**src/core/brk_pkg.sv**
```systemverilog
// Purpose: shared constants and bus-carrier types of the break comparator unit
// Assumes: 32-bit register bus, byte addresses as laid out below
// Notes: one place for every offset and field position, and the reset values of all registers but the hit flags
package brk_pkg;

  localparam int NUM_CH = 4; // independent break channels

  // register byte addresses
  localparam logic [31:0] ADDR_OFS [NUM_CH] = '{32'hfffc0400, 32'hfffc0410,
                                                32'hfffc0420, 32'hfffc0430};
  localparam logic [31:0] MASK_OFS [NUM_CH] = '{32'hfffc0404, 32'hfffc0414,
                                                32'hfffc0424, 32'hfffc0434};
  localparam logic [31:0] COND_OFS [NUM_CH] = '{32'hfffc04a0, 32'hfffc04b0,
                                                32'hfffc04a4, 32'hfffc04b4};
  localparam logic [31:0] CTRL_OFS = 32'hfffc04c0;  // common control word
  localparam logic [31:0] TIMING_OFS = 32'hfffc04c4; // per-channel pc break timing
  localparam logic [31:0] HIT_OFS = 32'hfffc04c8;    // sticky match flags, write 1 to clear

  // reset values
  localparam logic [31:0] ADDR_RST = 32'h00000000;
  localparam logic [31:0] MASK_RST = 32'h00000000;
  localparam logic [15:0] COND_RST = 16'h0000;
  localparam logic [31:0] CTRL_RST = 32'h00000000;
  localparam logic [3:0] TIMING_RST = 4'h0;

  // cycle condition field positions
  localparam int IRQ_DIS_BIT = 13;
  localparam int MASTER_LSB = 8;
  localparam int BUS_LSB = 6;
  localparam int FD_LSB = 4;
  localparam int DIR_LSB = 2;
  localparam int SIZE_LSB = 0;
  localparam logic [15:0] COND_WMASK = 16'h27ff; // bits 15,14,12,11 stay zero

  // bus select codes; 01 and 11 both choose the processor-side bus
  localparam logic [1:0] BUS_NONE = 2'h0;
  localparam logic [1:0] BUS_INTERNAL = 2'h2;
  // fetch/data select codes
  localparam logic [1:0] FD_FETCH = 2'h1;
  // master one-hot positions
  localparam int MST_CPU = 0;
  localparam int MST_DMA = 1;
  localparam int MST_DTC = 2;

  localparam logic [1:0] RESP_OKAY = 2'h0;
  localparam logic [1:0] RESP_SLVERR = 2'h2;

  // instruction fetch bus cycle
  typedef struct packed {
    logic valid;
    logic [31:0] addr;
    logic [1:0] size;
  } brk_fetch_t;

  // memory-access bus cycle
  typedef struct packed {
    logic valid;
    logic [31:0] addr;
    logic write;
    logic [1:0] size;
  } brk_mem_t;

  // internal bus cycle, master one-hot: cpu, dma, dtc
  typedef struct packed {
    logic valid;
    logic [31:0] addr;
    logic write;
    logic [1:0] size;
    logic [2:0] master;
  } brk_ibus_t;

  // decoded register access
  typedef enum logic [2:0] {
    REG_NONE, REG_ADDR, REG_MASK, REG_COND, REG_CTRL, REG_TIMING, REG_HIT
  } brk_kind_t;

  typedef struct packed {
    brk_kind_t kind;
    logic [1:0] ch;
  } brk_sel_t;

endpackage : brk_pkg

```
**src/core/brk_comparator.sv**
```systemverilog
// Purpose: four-channel break comparator with an AXI4-Lite register slave
// Assumes: monitored buses come from logic on aclk; one cycle per bus beat
// Notes: aresetn is the power-on reset; manual_resetn keeps all settings

module brk_comparator (
  // single clock; aresetn is the power-on reset
  input wire logic aclk,
  input wire logic aresetn,
  // manual reset clears the break outputs only
  input wire logic manual_resetn,
  // register bus
  input wire logic [31:0] s_axi_awaddr,
  input wire logic s_axi_awvalid,
  output logic s_axi_awready,
  input wire logic [31:0] s_axi_wdata,
  input wire logic [3:0] s_axi_wstrb,
  input wire logic s_axi_wvalid,
  output logic s_axi_wready,
  output logic [1:0] s_axi_bresp,
  output logic s_axi_bvalid,
  input wire logic s_axi_bready,
  input wire logic [31:0] s_axi_araddr,
  input wire logic s_axi_arvalid,
  output logic s_axi_arready,
  output logic [31:0] s_axi_rdata,
  output logic [1:0] s_axi_rresp,
  output logic s_axi_rvalid,
  input wire logic s_axi_rready,
  // monitored buses
  // driven on aclk, so read without a synchroniser
  input wire brk_pkg::brk_fetch_t fetch_address_bus,
  input wire brk_pkg::brk_mem_t memaccess_address_bus,
  input wire brk_pkg::brk_ibus_t internal_address_bus,
  // break outputs
  output logic [3:0] break_req,
  output logic [3:0] break_after,
  // pin pulse, not gated by the disable bit
  output logic break_trigger_out
);
  import brk_pkg::*;

  // decode a byte address into register kind and channel
  function automatic brk_sel_t decode(input logic [31:0] a);
    brk_sel_t s;
    s.kind = REG_NONE;
    s.ch = 2'h0;
    // channel tables share one layout
    for (int i = 0; i < NUM_CH; i++) begin
      if (a == ADDR_OFS[i]) begin
        s.kind = REG_ADDR;
        s.ch = i[1:0];
      end
      if (a == MASK_OFS[i]) begin
        s.kind = REG_MASK;
        s.ch = i[1:0];
      end
      if (a == COND_OFS[i]) begin
        s.kind = REG_COND;
        s.ch = i[1:0];
      end
    end
    // common registers carry no channel
    if (a == CTRL_OFS) s.kind = REG_CTRL;
    if (a == TIMING_OFS) s.kind = REG_TIMING;
    if (a == HIT_OFS) s.kind = REG_HIT;
    // an unknown address stays unmapped
    return s;
  endfunction : decode

  // merge write data into an old word by byte strobes
  function automatic logic [31:0] merge(input logic [31:0] old, input logic [31:0] d,
                                        input logic [3:0] be);
    logic [31:0] r;
    r = old;
    // one strobe per byte lane
    for (int b = 0; b < 4; b++) begin
      if (be[b]) r[8*b +: 8] = d[8*b +: 8];
    end
    // unstrobed bytes keep their old value
    return r;
  endfunction : merge

  // one bus beat against address, mask, direction and size settings
  function automatic logic beat_ok(input logic valid, input logic [31:0] addr,
                                   input logic wr, input logic [1:0] size,
                                   input logic [31:0] ba, input logic [31:0] bm,
                                   input logic [1:0] dir, input logic [1:0] sz);
    // each term is true when its field is off
    logic addr_ok;
    logic dir_ok;
    logic size_ok;
    addr_ok = ((addr ^ ba) & ~bm) == 32'h00000000;
    dir_ok = (dir == 2'h0) | (dir[0] & ~wr) | (dir[1] & wr);
    size_ok = (sz == 2'h0) | (sz == size);
    // an idle bus never counts
    return valid & addr_ok & dir_ok & size_ok;
  endfunction : beat_ok

  // settings; only the power-on reset touches them
  logic [31:0] addr_reg [NUM_CH]; // break address per channel
  logic [31:0] mask_reg [NUM_CH]; // address mask per channel
  logic [15:0] cond_reg [NUM_CH]; // cycle condition per channel
  // shared registers
  logic [31:0] ctrl_reg; // common control word, plain storage
  logic [3:0] timing_reg; // 1: pc break taken after the instruction
  logic [3:0] hit_reg; // sticky per-channel match flags
  // next flag value, set wins over clear
  logic [3:0] hit_next;

  // per-channel match this cycle
  logic [3:0] match;

  // write channel state
  logic aw_full_reg; // address held waiting for data
  logic w_full_reg; // data held waiting for address
  // payload held until its partner arrives
  logic [31:0] aw_addr_reg;
  logic [31:0] w_data_reg;
  logic [3:0] w_strb_reg;
  // ready and response flops drive the ports
  logic awready_reg;
  logic wready_reg;
  logic bvalid_reg;
  // last write's response code
  logic [1:0] bresp_reg;
  // read channel state
  logic arready_reg;
  logic rvalid_reg;
  logic [31:0] rdata_reg;
  // last read's response code
  logic [1:0] rresp_reg;
  // break output flops
  logic [3:0] req_reg;
  // pc break timing per channel
  logic [3:0] after_reg;
  // any-channel trigger pin
  logic trig_reg;

  // handshakes and the combined write
  wire aw_hs = s_axi_awvalid & awready_reg;
  wire w_hs = s_axi_wvalid & wready_reg;
  wire aw_have = aw_full_reg | aw_hs;
  wire w_have = w_full_reg | w_hs;
  wire do_write = aw_have & w_have; // address and data may come in either order
  // a held half wins over the live bus
  wire [31:0] wr_addr = aw_full_reg ? aw_addr_reg : s_axi_awaddr;
  wire [31:0] wr_data = w_full_reg ? w_data_reg : s_axi_wdata;
  wire [3:0] wr_strb = w_full_reg ? w_strb_reg : s_axi_wstrb;
  wire brk_sel_t wr_sel = decode(wr_addr);
  // a lone half waits in its holding flop
  wire aw_full_next = aw_have & ~do_write;
  wire w_full_next = w_have & ~do_write;
  wire bvalid_next = do_write | (bvalid_reg & ~s_axi_bready);
  // ready stays low while a word is held or a response is pending
  wire awready_next = ~aw_full_next & ~bvalid_next;
  wire wready_next = ~w_full_next & ~bvalid_next;
  // unmapped writes are dropped with an error
  wire [1:0] bresp_sel = (wr_sel.kind == REG_NONE) ? RESP_SLVERR : RESP_OKAY;
  wire wr_en = do_write & (wr_sel.kind != REG_NONE);
  // condition word widened for the byte merge
  wire [31:0] wr_old_cond = {16'h0000, cond_reg[wr_sel.ch]};
  wire [31:0] wr_cond_word = merge(wr_old_cond, wr_data, wr_strb);
  // write one to clear; needs the byte 0 strobe
  wire [3:0] hit_clear = (wr_en & (wr_sel.kind == REG_HIT)) ?
                         (wr_data[3:0] & {4{wr_strb[0]}}) : 4'h0;

  // read decode
  wire ar_hs = s_axi_arvalid & arready_reg;
  wire brk_sel_t rd_sel = decode(s_axi_araddr);
  // read data stays until rready is seen
  wire rvalid_next = ar_hs | (rvalid_reg & ~s_axi_rready);
  wire arready_next = ~rvalid_next; // one read at a time
  // selected word before it is captured
  logic [31:0] rd_word;

  // read mux; unmapped addresses read zero with an error response
  always_comb begin
    case (rd_sel.kind)
      // per-channel registers
      REG_ADDR: rd_word = addr_reg[rd_sel.ch];
      REG_MASK: rd_word = mask_reg[rd_sel.ch];
      REG_COND: rd_word = {16'h0000, cond_reg[rd_sel.ch] & COND_WMASK};
      // shared registers
      REG_CTRL: rd_word = ctrl_reg;
      REG_TIMING: rd_word = {28'h0000000, timing_reg};
      REG_HIT: rd_word = {28'h0000000, hit_reg};
      // unmapped: zero, error in rresp
      default: rd_word = 32'h00000000;
    endcase
  end

  // write channel handshake
  always_ff @(posedge aclk) begin
    if (!aresetn) begin
      // readies come up one edge after release
      aw_full_reg <= 1'b0;
      w_full_reg <= 1'b0;
      awready_reg <= 1'b0;
      wready_reg <= 1'b0;
      bvalid_reg <= 1'b0;
      bresp_reg <= RESP_OKAY;
    end else begin
      aw_full_reg <= aw_full_next;
      w_full_reg <= w_full_next;
      awready_reg <= awready_next;
      wready_reg <= wready_next;
      bvalid_reg <= bvalid_next;
      // response code latched with the write
      if (do_write) bresp_reg <= bresp_sel;
    end
  end

  // held write address and data; no reset needed for the payload
  always_ff @(posedge aclk) begin
    // loaded only on a handshake
    if (aw_hs) aw_addr_reg <= s_axi_awaddr;
    if (w_hs) begin
      w_data_reg <= s_axi_wdata;
      w_strb_reg <= s_axi_wstrb;
    end
  end

  // read channel: answer one cycle after the address is taken
  always_ff @(posedge aclk) begin
    if (!aresetn) begin
      arready_reg <= 1'b0;
      rvalid_reg <= 1'b0;
      rdata_reg <= 32'h00000000;
      rresp_reg <= RESP_OKAY;
    end else begin
      arready_reg <= arready_next;
      rvalid_reg <= rvalid_next;
      // capture data as the address is taken
      if (ar_hs) begin
        rdata_reg <= rd_word;
        rresp_reg <= (rd_sel.kind == REG_NONE) ? RESP_SLVERR : RESP_OKAY;
      end
    end
  end

  // per-channel settings and comparators
  for (genvar c = 0; c < NUM_CH; c++) begin : g_ch
    // write strobe for this channel's settings
    wire sel_here = wr_en & (wr_sel.ch == 2'(c));
    // condition fields of this channel
    wire [1:0] bus_f = cond_reg[c][BUS_LSB +: 2];
    wire [1:0] fd_f = cond_reg[c][FD_LSB +: 2];
    wire [1:0] dir_f = cond_reg[c][DIR_LSB +: 2];
    wire [1:0] sz_f = cond_reg[c][SIZE_LSB +: 2];
    wire [2:0] mst_f = cond_reg[c][MASTER_LSB +: 3];
    // 01 and 11 pick the processor side, 10 the internal bus, 00 nothing
    wire cbus_sel = (bus_f != BUS_NONE) & (bus_f != BUS_INTERNAL);
    wire ibus_sel = (bus_f == BUS_INTERNAL);
    // 00 leaves cycle type out, 11 allows either
    wire want_fetch = (fd_f != 2'h2);
    wire want_data = (fd_f != FD_FETCH);
    // fetches are always reads
    wire fetch_ok = beat_ok(fetch_address_bus.valid, fetch_address_bus.addr, 1'b0,
                            fetch_address_bus.size, addr_reg[c], mask_reg[c], dir_f, sz_f);
    // data beats carry their own direction
    wire mem_ok = beat_ok(memaccess_address_bus.valid, memaccess_address_bus.addr,
                          memaccess_address_bus.write, memaccess_address_bus.size,
                          addr_reg[c], mask_reg[c], dir_f, sz_f);
    // master bits only count on the internal bus; processor side is cpu only
    wire mst_ok = |(mst_f & internal_address_bus.master);
    // internal beat also needs a master bit
    wire ib_ok = beat_ok(internal_address_bus.valid, internal_address_bus.addr,
                         internal_address_bus.write, internal_address_bus.size,
                         addr_reg[c], mask_reg[c], dir_f, sz_f) & mst_ok;
    // fetch address against the fetch bus, data against memory access bus
    wire cbus_hit = cbus_sel & ((want_fetch & fetch_ok) | (want_data & mem_ok));
    // a fetch-only condition cannot match on the internal bus
    wire ibus_hit = ibus_sel & want_data & ib_ok;
    // either bus may raise the channel
    assign match[c] = cbus_hit | ibus_hit;

    // settings survive manual reset; power-on reset clears them
    always_ff @(posedge aclk) begin
      if (!aresetn) begin
        addr_reg[c] <= ADDR_RST;
        mask_reg[c] <= MASK_RST;
        cond_reg[c] <= COND_RST;
      end else if (sel_here) begin
        // byte strobes apply per register
        if (wr_sel.kind == REG_ADDR) addr_reg[c] <= merge(addr_reg[c], wr_data, wr_strb);
        if (wr_sel.kind == REG_MASK) mask_reg[c] <= merge(mask_reg[c], wr_data, wr_strb);
        // reserved bits are never stored
        if (wr_sel.kind == REG_COND) cond_reg[c] <= wr_cond_word[15:0] & COND_WMASK;
      end
    end
  end

  // common registers
  always_ff @(posedge aclk) begin
    if (!aresetn) begin
      ctrl_reg <= CTRL_RST;
      timing_reg <= TIMING_RST;
    end else if (wr_en) begin
      // control word is storage only
      if (wr_sel.kind == REG_CTRL) ctrl_reg <= merge(ctrl_reg, wr_data, wr_strb);
      // timing bits live in byte 0
      if ((wr_sel.kind == REG_TIMING) & wr_strb[0]) timing_reg <= wr_data[3:0];
    end
  end

  // a match in the same cycle as its clear keeps the flag set
  assign hit_next = (hit_reg & ~hit_clear) | match;

  // sticky flags; kept through manual reset for post-mortem reading
  always_ff @(posedge aclk) begin
    // of the two resets, only power-on reset clears the flags
    if (!aresetn) hit_reg <= 4'h0;
    else hit_reg <= hit_next;
  end

  // break requests and trigger pin, one cycle after the matching beat
  always_ff @(posedge aclk) begin
    // either reset silences the outputs
    if (!aresetn || !manual_resetn) begin
      req_reg <= 4'h0;
      after_reg <= 4'h0;
      trig_reg <= 1'b0;
    end else begin
      // one request line per channel
      for (int c = 0; c < NUM_CH; c++) begin
        // request only while the channel's disable bit is clear
        req_reg[c] <= match[c] & ~cond_reg[c][IRQ_DIS_BIT];
      end
      // tells the core whether to stop before or after the instruction
      after_reg <= match & timing_reg;
      // trigger pin fires on any match, even with requests disabled
      trig_reg <= |match;
    end
  end

  // outputs straight from flops
  // register bus side
  assign s_axi_awready = awready_reg;
  assign s_axi_wready = wready_reg;
  assign s_axi_bvalid = bvalid_reg;
  assign s_axi_bresp = bresp_reg;
  assign s_axi_arready = arready_reg;
  assign s_axi_rvalid = rvalid_reg;
  assign s_axi_rdata = rdata_reg;
  assign s_axi_rresp = rresp_reg;
  // break side
  assign break_req = req_reg;
  assign break_after = after_reg;
  assign break_trigger_out = trig_reg;

endmodule : brk_comparator

```
**config.mk**
```make
export PLATFORM = sky130hd
export DESIGN_NAME = brk_comparator
export DESIGN_NICKNAME = d
export VERILOG_FILES = /design/src/core/brk_pkg.sv /design/src/core/brk_comparator.sv
export SDC_FILE = /design/constraint.sdc
export NUM_CORES = 1
export LEC_CHECK = 0
export BUFFER_PORTS_ARGS = -buffer_cell sky130_fd_sc_hd__buf_2
export CORE_MARGIN = 2
export CORE_UTILIZATION = 45
export DETAILED_ROUTE_END_ITERATION = 6
export PLACE_DENSITY = 0.72
export SLEW_MARGIN = 20
export SYNTH_ARGS = -nofsm -noshare
export SYNTH_HDL_FRONTEND = slang
export SYNTH_SLANG_ARGS = --single-unit
```
**constraint.sdc**
```tcl
create_clock -name aclk -period 4 [get_ports aclk]
set_clock_uncertainty 0.2 [all_clocks]
set_input_delay 0.6 -clock aclk [delete_from_list [all_inputs] [get_ports aclk]]
set_output_delay 0.6 -clock aclk [all_outputs]
set_load 0.01 [all_outputs]
```
After elaboration in Yosys (flattened, before gate mapping)
Memories as Yosys holds them, arrays and structs flattened.
Cells that the tools add are included.
Storage, ports and cells
  memory bits (writable): 304
  memories kept: 3
  register bits: 160
Cells by class
  bitwise gates (word level): 207
  multiplexer cells: 219
  equal/unequal tests: 73
  reduce and logical (&&, ||, !) cells: 41
Memory list
  addr_reg: words 4, width 32, rd ports 5, clocked after Yosys merged registers in 0, wr ports 4, RTL line brk_comparator.sv:100  | logic [31:0] addr_reg [NUM_CH];
  mask_reg: words 4, width 32, rd ports 5, clocked after Yosys merged registers in 0, wr ports 4, RTL line brk_comparator.sv:101  | logic [31:0] mask_reg [NUM_CH];
  cond_reg: words 4, width 12, rd ports 6, clocked after Yosys merged registers in 0, wr ports 4, RTL line brk_comparator.sv:102  | logic [15:0] cond_reg [NUM_CH];
Operators with widths (number)
  $mux 8: 129
  $eq 32x32->1 const B: 30
  $and 32x32->32: 12
  $logic_not 32->1: 12
  $xor 32x32->32: 12
  $mux 32: 10
  $pmux 32 s6: 1
  $not 32->32: 4
  $and 1x1->1: 101
  $or 1x1->1: 56
  $mux 5: 11
  $mux 4: 13
  $mux 12: 4
  $mux 1: 40
  $eq 2x2->1: 12
  $mux 3: 8
  $eq 3x3->1 const B: 6
  $logic_not 2->1: 9
  $ne 2x2->1 const B: 8
  $not 1->1: 13
  $and 3x3->3: 4
  $and 4x4->4: 3
  $eq 2x2->1 const B: 6
  $eq 3x2->1 const B: 4
  other kinds (16): 32

Longest topological paths before layout
Gate-level depths: netlist of run 1.
  depth after elaboration: 24
  depth in mapped cells: 11

Worst setup path after synthesis of run 1
OpenSTA, ideal clock, no wires.
  path type: in2reg
  from: in s_axi_wvalid
  to: mem addr_reg[2][10], enable pin
  stages: 7
  slack: -24 ps
  library setup time: 384 ps
  data required time: 3416 ps
  data arrival time: 3440 ps
  path through: and2_1 -> nor2_1 -> nor4_2 -> buf_4 -> nor3b_4 -> nand2_2 -> o21ai_0
RTL lines
  start: declaration: RTL line brk_comparator.sv:17  | input wire logic s_axi_wvalid,
  end: declaration: RTL line brk_comparator.sv:100

==> out/results.ini, run 1 <==
[floorplanning]
chipHeight_um=248
die_area_mm2=0.0613
ioPinCount=268
num_rows=89
start_util_pct=45.4
core_mm2=0.0589
die_x_um=248

[yosys]
synth_fa_ha_area_share_pct=0
synthArstFlopShare_pct=0
seq_area_frac_synth_pct=48.6
synthMuxAreaShare_pct=2.36
synth_edf_count=372
synth_ff_type=edfxtp_1
ys_types=79
synth_area_per_cell_um2=9.64
yosys_warnings=0
synth_seq_cells=462
synth_top_family_by_area=simple AND/OR/NAND/NOR gates
synth_compound_area_share_pct=14.1
syn_area_mm2=0.0267
netlist_instances=2772
synth_xor_xnor_area_share_pct=12.6
synth_simple_gate_area_share_pct=18.3

[worst_setup_path]
cp-endpoint=addr_reg[1][25]
r2r_cells=8
worstSetupStartpoint=s_axi_awaddr[12]
critPathRequiredTime_ps=4080
worstSetupPathType=in2reg
worstReg2RegStart=aw_full_reg
critPathCaptureType=flip-flop
startpoint_type=input port
cp_data_arrival_time_ps=3970
cp_max_fo=15
crit_slowest_cell=dlygate4sd3_1
path_cells=dlygate4sd3_1 -> buf_2 -> or4_1 -> nor3_1 -> a31oi_1 -> nor4_2 -> buf_4 -> nor3b_4 -> nand2_2 -> o21ai_0 -> buf_4
rr_endpoint=addr_reg[1][25]
crit_top_cell=buf_4
max_stage_delay_ps=570
rrSetupSlack_ps=190

[timing]
max_freq_ghz=0.257
relSlewSlack_pct=20.4
period_share_pct=97.1
drv_slew=0
rsz0062_at_grt=yes
tightest_slew_ps=1160
setup-tns-final_ps=0
finalSetupViolCount=0
hold_viol_final=0
holdWs_ps=23.0
fin_crit_ps=3890

[final_layout]
stdcell_count=3882
layout_commonest_cell=xnor2_1
area_growth_pct=17.7
utilization_pct=53.4
drive_gt1_share_pct=17.9
layout_common_cells=384 x xnor2_1, 372 x edfxtp_1, 325 x nor2_1
nets=3281

[power]
power_frac_clock_pct=38.3
p_total_w=0.0122
ir_drop_v=0.000372
p_comb_share_pct=14.0
p_switching_w=0.00355
pwr-share-seq_pct=47.7
p_leak_nw=10.9
switching_share_pct=29.1
power.density_mw_per_mm2=389
p_int_w=0.00867

[clock_tree]
cts_root_buffer=clkbuf_16
cts-htree-levels=2
cts_tree=yes
clk_path_buf_depth=3
cts_inserted_buffers=50
clk_pin_slew_ps=60
clock_latency_ps=630
cts.sinks=462

[outcome]
status=complete, but fails checks
violations=DRC

[global_route]
grt_max_degree=65
grt_pass1_vias=24000
grt_pass1_wl_mm=190
track_usage_pct=45.3
grt_overflow=0
antenna_found_initial=7

[route]
drc=2
first_iter_violations=4559
detail_route.wirelength_mm=141
viasPerCell=6.68
avgRoutedWirePerCell_um=36.4
vias=25900
ant_nets=0
dr.pass1.iters=7

[run]
max-cap-violations=0

[placement]
gp_congestion=1.13
dpl.hpwl_mm=108
dpl.cell_count=3720
io_buffers=265

[worst_hold_path]
hold_class=in2reg

per-layer routing:
layer  GRT usage [%]  wire (um)  vias to the layer above
met1            63.2      54100                    12700
met4            20.3       7540                       10
met5               0         75                        -
met3            13.1      20700                      402
li1                -          -                    10600
met2            65.0      58700                     2259
worst min path at each step:
stage	slack, ps	startpoint	endpoint	cells past startpoint
3_5_place_dp	250	ctrl_reg[24]	ctrl_reg[24]	2
2_1_floorplan	230	timing_reg[0]	timing_reg[0]	2
5_1_grt	20	s_axi_wdata[28]	w_data_reg[28]	1
4_1_cts	0.9	s_axi_awaddr[7]	aw_addr_reg[7]	1
3_3_place_gp	240	timing_reg[3]	timing_reg[3]	2
6_report	20	s_axi_wdata[28]	w_data_reg[28]	1
cell usage after synthesis (12+ instances only):
| master | number | area share, % |
|---|---|---|
| and2_1 | 25 | 0.59 |
| buf_1 | 13 | 0.18 |
| dfxtp_1 | 90 | 6.7 |
| a211o_1 | 12 | 0.39 |
| mux2_2 | 14 | 0.59 |
| nand3_1 | 132 | 2.5 |
| buf_2 | 32 | 0.60 |
| a41o_1 | 20 | 0.75 |
| a221oi_1 | 13 | 0.43 |
| xnor2_1 | 384 | 13 |
| nor4_1 | 32 | 0.75 |
| edfxtp_1 | 372 | 42 |
| o22ai_1 | 176 | 4.1 |
| o2bb2ai_1 | 12 | 0.39 |
| mux2i_1 | 46 | 1.7 |
| nand2_1 | 320 | 4.5 |
| a22oi_1 | 14 | 0.39 |
| or2_2 | 38 | 0.89 |
| nor3_1 | 31 | 0.58 |
| a211oi_1 | 12 | 0.34 |
| inv_1 | 28 | 0.39 |
| nor2_1 | 325 | 4.6 |
| o21ai_0 | 102 | 1.9 |
| a31oi_1 | 32 | 0.75 |
| nand2b_1 | 14 | 0.33 |
| a21oi_1 | 89 | 1.7 |
| buf_6 | 12 | 0.51 |
| clkbuf_1 | 160 | 2.2 |
| and3_1 | 54 | 1.3 |
cell type report:
class                   count  area [um2]
repair buffers            461        3030
flip-flops and latches    462       13000
multi-input cells        2060       12700
well taps                 773         967
fillers                  5301       27500
clock buffers              67        1360
clock inverters            26         264
inverters                  28         105
diodes                      5        12.5
power by group through the flow:
stage	clock (W)	sequential (W)	combinational (W)
detailed placement	0	0.00588	0.00158
floorplan	0	0.00564	0.000912
CTS	0.00468	0.00578	0.00164
global route	0.00485	0.00581	0.00177
finish	0.00468	0.00582	0.00171
global placement	0	0.00588	0.00158
cell families after synthesis:
logic type / count (synthesis)
flip-flops: 462
buffers and inverters: 251
multiplexers: 61
other: 1
XOR/XNOR: 384
AO/OA/AOI/OAI: 574
AND/OR/NAND/NOR: 1039
what timing repair did:
item                                   in CTS  in global routing
resized for setup                           0                  7
hold buffers                               64                  0
endpoints found under the hold margin      64                  0
setup endpoints to repair                   0                117
setup buffers                               0                  0
critical path, delay by kind of cell:
family | cells | cell delay [ps]
AND/OR/NAND/NOR | 5 | 1690
buffers and inverters | 4 | 1190
AO/OA/AOI/OAI | 2 | 450
metrics by stage:
| step | worst slack [ps] | instance area (um2) |
|---|---|---|
| 6_report | 114 | 31400 |
| 5_1_grt | -63.4 | 31400 |
| 4_1_cts | 115 | 31400 |
| 3_5_place_dp | 46.7 | 29100 |
| 3_3_place_gp | 165 | 29100 |
| 2_1_floorplan | 103 | 26700 |
Note: power is estimated with default switching activity, not from simulation.
==> run 2, diff against run 1 <==
==> constraint.sdc (replaced) <==
create_clock -name aclk -period 4 [get_ports aclk]
set_clock_uncertainty 0.2 [all_clocks]
set_input_delay 0 -clock aclk [delete_from_list [all_inputs] [get_ports aclk]]
set_output_delay 0 -clock aclk [all_outputs]
set_load 0.01 [all_outputs]
==> run 2 against run 1 <==
  * The flow finishes with violations (DRC, hold timing)
  * Via count rose by 3.0%
  * Cell area rose by 2.6%
  * Global-route usage up 1.6 points
  * Power up 2.7%
  * Largest power group unchanged
  * Sequential power grew 0.7%
  * Setup slack improved by 110 ps
  * Sequential cell count did not move
==> out/results.ini, run 2 (synthesized netlist as in run 1, its figures left out) <==
[outcome]
status=complete, but fails checks
violations=DRC, hold timing

[route]
ant_nets=0
viasPerCell=6.74
detail_route.wirelength_mm=146
drc=1
avgRoutedWirePerCell_um=37.0
first_iter_violations=4791
vias=26700
dr.pass1.iters=7

[global_route]
grt_overflow=0
grtUsageMet1_pct=62.4
grt_busiest_layer=met2
grt_use_met2_pct=66.5
track_usage_pct=46.9
met3_usage_pct=17.2
grt_pass1_vias=24800
grt_max_degree=65
antenna_found_initial=14
grt_pass1_wl_mm=196

[worst_setup_path]
rrSetupSlack_ps=220
startpoint_type=flip-flop
worstSetupStartpoint=aw_addr_reg[17]
worstReg2RegStart=aw_addr_reg[17]
worstSetupPathType=reg2reg
rr_endpoint=mask_reg[2][25]
critPathRequiredTime_ps=4140
critPathCaptureType=flip-flop
cp_max_fo=8
r2r_cells=8
cp_data_arrival_time_ps=3910

[final_layout]
area_growth_pct=20.7
layout_commonest_cell=xnor2_1
nets=3357
utilization_pct=54.8
layout_common_cells=384 x xnor2_1, 372 x edfxtp_1, 325 x nor2_1
drive_gt1_share_pct=17.3

[worst_hold_path]
holdPathEnd=break_trigger_out
min_path_cells=7
hold_class=in2reg
min_from=internal_address_bus[4]

[placement]
io_buffers=265
gp_congestion=1.11
dpl.hpwl_mm=109

[timing]
tightest_slew_ps=1190
setup-tns-final_ps=0
drv_slew=0
relSlewSlack_pct=18.6
max_freq_ghz=0.265
fin_crit_ps=3780
finalSetupViolCount=0
period_share_pct=94.4
holdWs_ps=-40.2
hold_viol_final=1
rsz0062_at_grt=no

[clock_tree]
clock_latency_ps=640
cts_root_buffer=clkbuf_16
cts_inserted_buffers=51
clk_path_buf_depth=3
cts.sinks=462
clk_pin_slew_ps=70
cts-htree-levels=2
cts_tree=yes

[floorplanning]
die_x_um=248
start_util_pct=45.4
core_mm2=0.0589
ioPinCount=268
num_rows=89
die_area_mm2=0.0613
chipHeight_um=248

[power]
p_leak_nw=11.3
ir_drop_v=0.000385
power.density_mw_per_mm2=389

[run]
max-cap-violations=0

==> run 2: changes by cell type in the layout (fill, tap and decap cells not counted), moves of 3 or more <==
cell           change
dlygate4sd3_1     +84
buf_12             -4
buf_4              -4
o21ai_0            +3
o21ai_1            -3
==> run 2: timing repair <==
| action | in CTS | in global routing |
|---|---|---|
| gates resized for setup | 0 | 2 |
| endpoints found under the setup margin | 0 | 139 |
| buffers inserted | 0 | 0 |
| hold buffers | 148 | 0 |
| hold endpoints to repair | 501 | 0 |
==> run 2: power by group <==
| part | leakage (nW) | switching [W] | internal (W) | total [W] |
|---|---|---|---|---|
| sequential | 4.31 | 0.000474 | 0.00538 | 0.00586 |
| clock | 0.826 | 0.00210 | 0.00281 | 0.00491 |
| combinational | 6.15 | 0.00109 | 0.000698 | 0.00179 |
| total | 11.3 | 0.00366 | 0.00889 | 0.0126 |
==> run 2: worst max path at each step <==
stage | cells past startpoint | slack (ps) | end
after floorplan | 7 | 190 | addr_reg[2][10]
after CTS | 8 | 300 | mask_reg[2][25]
after global routing | 8 | 10 | mask_reg[2][18]
final | 8 | 220 | mask_reg[2][25]
after detailed placement | 8 | 300 | mask_reg[2][28]
after global placement | 8 | 400 | mask_reg[2][26]
==> run 2: per-layer routing <==
layer	part of all wire [%]	up-vias	wire length (um)
met5	0.076	-	111
met4	6.4	16	9330
met3	15	522	21900
met2	41	2495	60000
met1	38	12900	55100
li1	-	10800	-
==> run 2: area by class of cell <==
| class | instances | area (um2) |
|---|---|---|
| Timing Repair Buffer | 536 | 3760 |
| Inverter | 28 | 105 |
| Sequential cell | 462 | 13000 |
| Tap cell | 773 | 967 |
| Clock inverter | 29 | 344 |
| Multi-Input combinational cell | 2060 | 12700 |
| Antenna cell | 5 | 12.5 |
| Fill cell | 5102 | 26600 |
| Clock buffer | 67 | 1370 |
==> run 2: critical path, cell delays in order, from the launching register on <==
cell      delay (ps)
edfxtp_1         390
nand4b_1         230
nor4_1           350
a22oi_1          330
nor4_2           450
nor4b_4          420
nand3_1          510
o21ai_0          380
buf_4            230
==> run 2: stage by stage <==
step,setup slack (ps),instance area [um2],total power [W],cells
CTS,303,32200,0.0124,3954
floorplan,194,26700,0.00655,2773
finish,224,32300,0.0126,3960
detailed placement,299,29000,0.00749,3710
global placement,403,29000,0.00749,3710
global route,10.9,32200,0.0127,3956
